File: src/core/fault_status_pkg.sv
/*
  Constants for the fault status summary bank: command codes, bit
  positions of summary and detail registers, and the page count.
  Assumes a command decoder outside that presents a read command code.
*/
`default_nettype none
package fault_status_pkg;
  // Command codes of the four status reads
  localparam logic [7:0] CMD_SUMMARY_BYTE = 8'h78;
  localparam logic [7:0] CMD_SUMMARY_WORD = 8'h79;
  localparam logic [7:0] CMD_VOUT_FLAGS = 8'h7a;
  localparam logic [7:0] CMD_IOUT_FLAGS = 8'h7b;
  // Summary bit positions
  localparam int SB_NONE_ABOVE = 0;
  localparam int SB_CML = 1;
  localparam int SB_TEMP = 2;
  localparam int SB_VIN_UV = 3;
  localparam int SB_IOUT_OC = 4;
  localparam int SB_VOUT_OV = 5;
  localparam int SB_OFF = 6;
  localparam int SW_PGOOD_N = 11;
  localparam int SW_MFR = 12;
  localparam int SW_INPUT = 13;
  localparam int SW_IOUT = 14;
  localparam int SW_VOUT = 15;
  // Voltage detail bit positions
  localparam int VF_OV = 7;
  localparam int VF_UV = 4;
  localparam int VF_MAX_WARN = 3;
  // Current detail bit positions
  localparam int IF_OC = 7;
  localparam int IF_OC_UV = 6;
  localparam int IF_SHARE = 3;
  // Number of outputs (pages)
  localparam int NUM_PAGES = 2;
  // Value of the read data before any command has been taken
  localparam logic [15:0] RDATA_RESET = 16'h0000;
endpackage
`default_nettype wire

File: src/core/power_fault_status_summary.sv
/*
  Read-only fault status bank: summary byte, summary word and paged
  output voltage/current detail flags for a dual-output regulator.
  Assumes live fault levels from the regulator core on the same clock,
  and a command decoder that strobes a read with command code and page.
*/
`default_nettype none
module power_fault_status_summary #(
  parameter int PAGES = fault_status_pkg::NUM_PAGES
) (
  // Clock and reset
  input wire logic clk,
  input wire logic rst_n,
  // Per-output fault levels from the regulator core
  input wire logic [PAGES-1:0] out_off,
  input wire logic [PAGES-1:0] vout_ov_fault,
  input wire logic [PAGES-1:0] vout_uv_fault,
  input wire logic [PAGES-1:0] vout_max_warn,
  input wire logic [PAGES-1:0] iout_oc_fault,
  input wire logic [PAGES-1:0] iout_oc_uv_fault,
  input wire logic [PAGES-1:0] iout_share_fault,
  input wire logic [PAGES-1:0] pgood_n,
  // Global fault levels
  input wire logic vin_uv_fault,
  input wire logic input_fault_any,
  input wire logic temp_fault_any,
  input wire logic cml_fault_any,
  input wire logic mfr_event,
  input wire logic other_event,
  // Status read port
  input wire logic rd_strobe,
  input wire logic [7:0] rd_cmd,
  input wire logic [$clog2(PAGES)-1:0] rd_page,
  output logic [15:0] rd_data,
  output logic rd_valid,
  output logic rd_unmapped
);

  // Per-page detail bytes; unused positions are tied to zero
  logic [7:0] vout_flags [PAGES];
  logic [7:0] iout_flags [PAGES];
  logic [7:0] summary_byte;
  logic [15:0] summary_word;
  logic [PAGES-1:0] vout_any;
  logic [PAGES-1:0] iout_any;
  logic [15:0] rd_data_nxt;
  logic rd_hit;

  // True for the four command codes that this bank answers
  function automatic logic is_mapped(input logic [7:0] cmd);
    return cmd inside {fault_status_pkg::CMD_SUMMARY_BYTE,
      fault_status_pkg::CMD_SUMMARY_WORD, fault_status_pkg::CMD_VOUT_FLAGS,
      fault_status_pkg::CMD_IOUT_FLAGS};
  endfunction

  // Detail flag builders, one per output
  genvar g;
  generate
    for (g = 0; g < PAGES; g++) begin : g_page
      always_comb begin
        vout_flags[g] = 8'h00;
        vout_flags[g][fault_status_pkg::VF_OV] = vout_ov_fault[g];
        vout_flags[g][fault_status_pkg::VF_UV] = vout_uv_fault[g];
        vout_flags[g][fault_status_pkg::VF_MAX_WARN] =
          vout_max_warn[g];
        iout_flags[g] = 8'h00;
        iout_flags[g][fault_status_pkg::IF_OC] = iout_oc_fault[g];
        iout_flags[g][fault_status_pkg::IF_OC_UV] =
          iout_oc_uv_fault[g];
        iout_flags[g][fault_status_pkg::IF_SHARE] =
          iout_share_fault[g];
      end
      assign vout_any[g] = |vout_flags[g];
      assign iout_any[g] = |iout_flags[g];
    end
  endgenerate

  // Global summary byte, ORed over both outputs
  always_comb begin
    summary_byte = 8'h00;
    summary_byte[fault_status_pkg::SB_OFF] = |out_off;
    summary_byte[fault_status_pkg::SB_VOUT_OV] = |vout_ov_fault;
    summary_byte[fault_status_pkg::SB_IOUT_OC] = |iout_oc_fault;
    summary_byte[fault_status_pkg::SB_VIN_UV] = vin_uv_fault;
    summary_byte[fault_status_pkg::SB_TEMP] = temp_fault_any;
    summary_byte[fault_status_pkg::SB_CML] = cml_fault_any;
    summary_byte[fault_status_pkg::SB_NONE_ABOVE] = other_event;
  end

  // Global summary word; low byte is the summary byte itself
  always_comb begin
    summary_word = {8'h00, summary_byte};
    summary_word[fault_status_pkg::SW_VOUT] = |vout_any;
    summary_word[fault_status_pkg::SW_IOUT] = |iout_any;
    summary_word[fault_status_pkg::SW_INPUT] =
      input_fault_any | vin_uv_fault;
    summary_word[fault_status_pkg::SW_MFR] = mfr_event;
    summary_word[fault_status_pkg::SW_PGOOD_N] = |pgood_n;
  end

  // Read mux; no write path exists at all
  always_comb begin
    rd_data_nxt = 16'h0000;
    rd_hit = is_mapped(rd_cmd);
    case (rd_cmd)
      fault_status_pkg::CMD_SUMMARY_BYTE:
        rd_data_nxt = {8'h00, summary_byte};
      fault_status_pkg::CMD_SUMMARY_WORD:
        rd_data_nxt = summary_word;
      fault_status_pkg::CMD_VOUT_FLAGS:
        rd_data_nxt = {8'h00, vout_flags[rd_page]};
      fault_status_pkg::CMD_IOUT_FLAGS:
        rd_data_nxt = {8'h00, iout_flags[rd_page]};
      default:
        rd_data_nxt = 16'h0000;
    endcase
  end

  // Registered read answer, one cycle after the strobe
  always_ff @(posedge clk or negedge rst_n) begin
    if (!rst_n) begin
      rd_data <= fault_status_pkg::RDATA_RESET;
      rd_valid <= 1'b0;
      rd_unmapped <= 1'b0;
    end else begin
      rd_valid <= rd_strobe;
      rd_unmapped <= rd_strobe & ~rd_hit;
      if (rd_strobe) begin
        rd_data <= rd_data_nxt;
      end
    end
  end

  // Summary byte read: each bit against the live fault levels
  a_byte_off: assert property (@(posedge clk) disable iff (!rst_n)
    rd_strobe && rd_cmd == fault_status_pkg::CMD_SUMMARY_BYTE |=>
    rd_data[6] == $past(|out_off) && rd_data[15:7] == 9'h000)
    else $error("summary byte off bit wrong");

  a_byte_ov: assert property (@(posedge clk) disable iff (!rst_n)
    rd_strobe && rd_cmd == fault_status_pkg::CMD_SUMMARY_BYTE |=>
    rd_data[5] == $past(|vout_ov_fault))
    else $error("summary byte ov bit wrong");

  a_byte_oc: assert property (@(posedge clk) disable iff (!rst_n)
    rd_strobe && rd_cmd == fault_status_pkg::CMD_SUMMARY_BYTE |=>
    rd_data[4] == $past(|iout_oc_fault))
    else $error("summary byte oc bit wrong");

  a_byte_vin: assert property (@(posedge clk) disable iff (!rst_n)
    rd_strobe && rd_cmd == fault_status_pkg::CMD_SUMMARY_BYTE |=>
    rd_data[3] == $past(vin_uv_fault))
    else $error("summary byte input undervoltage bit wrong");

  a_byte_temp: assert property (@(posedge clk) disable iff (!rst_n)
    rd_strobe && rd_cmd == fault_status_pkg::CMD_SUMMARY_BYTE |=>
    rd_data[2] == $past(temp_fault_any))
    else $error("summary byte temperature bit wrong");

  a_byte_cml: assert property (@(posedge clk) disable iff (!rst_n)
    rd_strobe && rd_cmd == fault_status_pkg::CMD_SUMMARY_BYTE |=>
    rd_data[1] == $past(cml_fault_any))
    else $error("summary byte cml bit wrong");

  a_byte_other: assert property (@(posedge clk) disable iff (!rst_n)
    rd_strobe && rd_cmd == fault_status_pkg::CMD_SUMMARY_BYTE |=>
    rd_data[0] == $past(other_event))
    else $error("summary byte other bit wrong");

  // Summary word read: high byte classes and the copied low byte
  a_word_low: assert property (@(posedge clk) disable iff (!rst_n)
    rd_strobe && rd_cmd == fault_status_pkg::CMD_SUMMARY_WORD |=>
    rd_data[7:0] == $past({1'b0, |out_off, |vout_ov_fault, |iout_oc_fault,
    vin_uv_fault, temp_fault_any, cml_fault_any, other_event}))
    else $error("word low byte differs from byte");

  a_word_vout: assert property (@(posedge clk) disable iff (!rst_n)
    rd_strobe && rd_cmd == fault_status_pkg::CMD_SUMMARY_WORD |=>
    rd_data[15] == $past(|(vout_ov_fault | vout_uv_fault | vout_max_warn))
    && rd_data[10:7] == 4'h0)
    else $error("word vout bit wrong");

  a_word_iout: assert property (@(posedge clk) disable iff (!rst_n)
    rd_strobe && rd_cmd == fault_status_pkg::CMD_SUMMARY_WORD |=>
    rd_data[14] == $past(|(iout_oc_fault | iout_oc_uv_fault |
    iout_share_fault)))
    else $error("word iout bit wrong");

  a_word_input: assert property (@(posedge clk) disable iff (!rst_n)
    rd_strobe && rd_cmd == fault_status_pkg::CMD_SUMMARY_WORD |=>
    rd_data[13] == $past(input_fault_any | vin_uv_fault))
    else $error("word input bit wrong");

  a_word_mfr: assert property (@(posedge clk) disable iff (!rst_n)
    rd_strobe && rd_cmd == fault_status_pkg::CMD_SUMMARY_WORD |=>
    rd_data[12] == $past(mfr_event))
    else $error("word manufacturer bit wrong");

  a_word_pgood: assert property (@(posedge clk) disable iff (!rst_n)
    rd_strobe && rd_cmd == fault_status_pkg::CMD_SUMMARY_WORD |=>
    rd_data[11] == $past(|pgood_n))
    else $error("word power good bit wrong");

  // Voltage detail read for the selected page
  a_vout_ov: assert property (@(posedge clk) disable iff (!rst_n)
    rd_strobe && rd_cmd == fault_status_pkg::CMD_VOUT_FLAGS |=>
    rd_data[7] == $past(vout_ov_fault[rd_page]))
    else $error("voltage flags ov bit wrong");

  a_vout_uv: assert property (@(posedge clk) disable iff (!rst_n)
    rd_strobe && rd_cmd == fault_status_pkg::CMD_VOUT_FLAGS |=>
    rd_data[4] == $past(vout_uv_fault[rd_page]))
    else $error("voltage flags uv bit wrong");

  a_vout_warn: assert property (@(posedge clk) disable iff (!rst_n)
    rd_strobe && rd_cmd == fault_status_pkg::CMD_VOUT_FLAGS |=>
    rd_data[3] == $past(vout_max_warn[rd_page]))
    else $error("voltage flags warning bit wrong");

  a_vout_unused: assert property (@(posedge clk) disable iff (!rst_n)
    rd_strobe && rd_cmd == fault_status_pkg::CMD_VOUT_FLAGS |=>
    rd_data[15:8] == 8'h00 && rd_data[6:5] == 2'b00 &&
    rd_data[2:0] == 3'b000)
    else $error("voltage flags unused bits set");

  // Current detail read for the selected page
  a_iout_page: assert property (@(posedge clk) disable iff (!rst_n)
    rd_strobe && rd_cmd == fault_status_pkg::CMD_IOUT_FLAGS |=>
    rd_data[7] == $past(iout_oc_fault[rd_page]) &&
    rd_data[3] == $past(iout_share_fault[rd_page]))
    else $error("current flags wrong for page");

  a_iout_ocuv: assert property (@(posedge clk) disable iff (!rst_n)
    rd_strobe && rd_cmd == fault_status_pkg::CMD_IOUT_FLAGS |=>
    rd_data[6] == $past(iout_oc_uv_fault[rd_page]))
    else $error("current flags oc-uv bit wrong");

  a_iout_share: assert property (@(posedge clk) disable iff (!rst_n)
    rd_strobe && rd_cmd == fault_status_pkg::CMD_IOUT_FLAGS |=>
    rd_data[3] == $past(iout_share_fault[rd_page]))
    else $error("current flags share bit wrong");

  a_iout_unused: assert property (@(posedge clk) disable iff (!rst_n)
    rd_strobe && rd_cmd == fault_status_pkg::CMD_IOUT_FLAGS |=>
    rd_data[15:8] == 8'h00 && rd_data[5:4] == 2'b00 &&
    rd_data[2:0] == 3'b000)
    else $error("current flags unused bits set");

  // Read port timing and unknown commands
  a_read_lat: assert property (@(posedge clk) disable iff (!rst_n)
    rd_strobe |=> rd_valid ##1 (rd_valid == $past(rd_strobe)))
    else $error("read answer latency wrong");

  a_unmap_zero: assert property (@(posedge clk) disable iff (!rst_n)
    rd_strobe && !is_mapped(rd_cmd) |=> rd_unmapped && rd_data == 16'h0000)
    else $error("unknown command answered wrongly");

  a_mapped_hit: assert property (@(posedge clk) disable iff (!rst_n)
    rd_strobe && is_mapped(rd_cmd) |=> rd_valid && !rd_unmapped)
    else $error("known command flagged as unmapped");

  a_unmap_valid: assert property (@(posedge clk) disable iff (!rst_n)
    rd_unmapped |-> rd_valid)
    else $error("unmapped flag without valid answer");

  a_data_hold: assert property (@(posedge clk) disable iff (!rst_n)
    !rd_strobe |=> $stable(rd_data))
    else $error("read data changed without a read");

  a_idle_quiet: assert property (@(posedge clk) disable iff (!rst_n)
    !rd_strobe |=> !rd_valid && !rd_unmapped)
    else $error("answer strobe without a read");

  // Main scenarios to be reached
  c_byte_read: cover property (@(posedge clk) disable iff (!rst_n)
    rd_strobe && rd_cmd == fault_status_pkg::CMD_SUMMARY_BYTE);
  c_word_fault: cover property (@(posedge clk) disable iff (!rst_n)
    rd_valid && rd_data[15] && rd_data[14]);
  c_page_one: cover property (@(posedge clk) disable iff (!rst_n)
    rd_strobe && rd_page != 0 &&
    rd_cmd == fault_status_pkg::CMD_VOUT_FLAGS);
  c_unmapped: cover property (@(posedge clk) disable iff (!rst_n)
    rd_unmapped);

endmodule // power_fault_status_summary
`default_nettype wire

File: config.mk
export PLATFORM = sky130hd
export DESIGN_NAME = power_fault_status_summary
export DESIGN_NICKNAME = d
export VERILOG_FILES = /design/src/core/fault_status_pkg.sv /design/src/core/power_fault_status_summary.sv
export SDC_FILE = /design/constraint.sdc
export NUM_CORES = 1
export LEC_CHECK = 0
export ABC_AREA = 1
export ABC_CLOCK_PERIOD_IN_PS = 800
export BUFFER_PORTS_ARGS = -buffer_cell sky130_fd_sc_hd__buf_2
export CAP_MARGIN = 20
export CORE_ASPECT_RATIO = 1.5
export CORE_MARGIN = 5
export CORE_UTILIZATION = 43
export DETAILED_ROUTE_END_ITERATION = 10
export PLACE_DENSITY_LB_ADDON = 0.15
export SLEW_MARGIN = 20
export SYNTH_ARGS = -nofsm -noshare
export SYNTH_HDL_FRONTEND = slang
export SYNTH_SLANG_ARGS = --single-unit
File: constraint.sdc
create_clock -name clk -period 0.8 [get_ports clk]
set_input_delay 0.24 -clock clk [delete_from_list [all_inputs] [get_ports clk]]
set_output_delay 0.24 -clock clk [all_outputs]
set_load 0.01 [all_outputs]
==> impl_metrics.yaml <==
finish:
  areaGrowthSynthToFinish_pct: 56.0
  drive_gt1_frac: 0.477
  final-instance-count-excl-fill: 215
  nets: 228
  register_area_um2: 375
  final_area_um2: 1470
  n_fill_cell: 188
  num_antenna_cells: 0
  multi_input_area_um2: 563
flow_run:
  max_cap_violations: 0
drt:
  dr.pass1.iters: 4
  wirelength_um: 2480
  via_count: 1031
  avgViaCountPerCell: 4.80
  drt_iter0_drc: 15
  drc: 0
  wl_per_cell_um: 11.5
  ant_nets: 0
critical_path:
  cp.buffers_inverters: 1
  critPathRequiredTime_ns: 0.56
  cp-start-kind: "flop"
  crit_family: "flip-flops"
  crit_arrival_ns: 0.82
  regToRegSetupSlack_ns: 0.04
  path_class: "reg -> out"
  slowest_stage: "dfrtp_1"
  worstPathCellList: "buf_6"
  cp_max_fo: 2
  end_kind: "output pin"
  max_stage_delay_ns: 0.41
clocking:
  clk_pin_slew_ns: 0.09
  h-tree-depth: 1
  cts_root_buf: "clkbuf_4"
  cts_made_buffers: 3
  worstSkewPairLatency_ns: 0.28
  cts_buffer_depth: 2
  cts.sinks: 15
  cts_tree: "done"
sta:
  post-route-period-util: 1.32
  skew_ns: 0
  setup_viol: 15
  fin_crit_ns: 1.06
  rsz0062_at_grt: "yes"
  hold_viol_final: 0
  setup_ws_ns: -0.257
  slew_violations: 0
  fmax_mhz: 946
die:
  ios: 52
  start_util: 0.459
  die_height_um: 67.3
  core_area_um2: 2050
  die_width_um: 48.2
  die_area_um2: 3250
  fp-row-count: 20
global_routing:
  grt_max_degree: 16
  grt_overflow: 0
  grt_pass1_wl_um: 3820
  antenna_found_initial: 0
  grtUsageTotal: 0.162
  grt_pass1_vias: 942
run_status:
  violations: "negative setup slack"
  status: "complete, but fails checks"
logic_synthesis:
  seq_area_frac_synth: 0.398
  synthTopCellsByCount: "nand2_1 (57), dfrtp_1 (15), nand3_1 (15), nor2_1 (7)"
  ys_top_cells_by_area: "dfrtp_1 (40%), nand2_1 (23%), nand3_1 (8.0%)"
  yosys_warnings: 0
  syn_avg_cell_area_um2: 7.42
  synth_edf_count: 0
  synth_flop_cell: "dfrtp_1"
  synthArstFlopShare: 1.00
  synthDistinctLibCells: 23
  synth_area_leader_cell: "dfrtp_1"
  yosys.area.top_type_share: 0.398
  ys_ff_latch: 15
  synth_most_common_cell: "nand2_1"
  synth_area_um2: 942
  netlist_instances: 127
placement:
  dpl_cell_area_um2: 1290
  place_congestion: 0.820
  placed_cells_incl_taps: 199
  post-place-ws_ns: -0.369
  port_buffers: 48
  dp_hpwl_um: 1890
worst_hold_path:
  hold_path_class: "in -> reg"
power_and_ir_drop:
  leakagePower_nw: 0.842
  ir_worst_vdd_mv: 0.471
  p_total_mw: 1.56
  powerDensity_nw_per_um2: 1060
[placed cells by master, fill, tap and decap left out, types with 2 or more instances in the layout]
master / count
nand2_1: 57
buf_2: 43
nand2_4: 3
conb_1: 3
inv_1: 2
clkbuf_4: 3
nand3_2: 6
buf_6: 6
inv_2: 3
nor2_4: 4
nor2_1: 6
dfrtp_1: 15
buf_12: 2
buf_4: 12
nand3_1: 10
o21ai_1: 4
[power by group]
group / total, mW / switching [mW] / leakage (nW) / internal, mW
combinational: 0.365 / 0.197 / 0.619 / 0.168
clock: 0.424 / 0.239 / 0.0177 / 0.185
sequential: 0.769 / 0.00324 / 0.205 / 0.766
[stage by stage]
step	utilization	TNS (ns)	hold WS (ns)
after global routing	0.716	-4.25	0.167
after global placement	0.627	-4.14	0.150
after floorplan	-	-0.684	-0.0556
after CTS	0.690	-3.71	0.150
final	0.716	-3.59	0.153
after detailed placement	0.627	-4.50	0.156
[flip-flops by register name (all words and copies together), names as in the netlist]
signal       cells
rd_valid         1
rd_data         13
rd_unmapped      1
[tightest hold or removal path: stages]
cell	delay (ns)
buf_2	0.07
nand2_1	0.04
nand2_1	0.04
[layout make-up]
| type | count | area share |
|---|---|---|
| timing repair buffer | 65 | 0.298 |
| clock inverter | 1 | 0.00340 |
| clock buffer | 3 | 0.0153 |
| tap | 22 | 0.0187 |
| multi-input combinational | 103 | 0.383 |
| inverter | 6 | 0.0264 |
| sequential | 15 | 0.255 |
[logic make-up (layout without fill, tap and decap cells)]
group,Yosys count,after routing,share of synthesized area
compound gates,6,6,0.0345
other cells,1,3,0.00398
buf+inv,12,75,0.0810
simple gates,93,94,0.482
flops,15,15,0.398
[per-layer routing]
layer,track usage,routed length (um),vias to the layer above
met4,0.0943,72,0
met5,0,0,-
met1,0.174,866,465
li1,-,-,527
met3,0.0107,157,6
met2,0.291,1390,33
[path summary, 6_finish.rpt]
kind / start / endpoint / depth (start not counted)
setup / recovery: rd_data[6] / rd_data[6] / 1
hold / removal: mfr_event / rd_data[12] / 3
setup reg to reg: rd_data[2] / rd_data[2] / 3
hold reg to reg: rd_data[3] / rd_data[3] / 2
max in group asynchronous: rst_n / rd_data[14] / 2
min in group asynchronous: rst_n / rd_data[1] / 2
[what timing repair did]
item / in CTS / in global routing
setup endpoints to repair: 25 / 24
buffers inserted: 8 / 2
resized for setup: 5 / 10
pin swaps: 8 / 8
hold buffers: 1 / 0
gates cloned: 1 / 0
hold endpoints to repair: 15 / 0
Power figures use the tool's default switching activity.
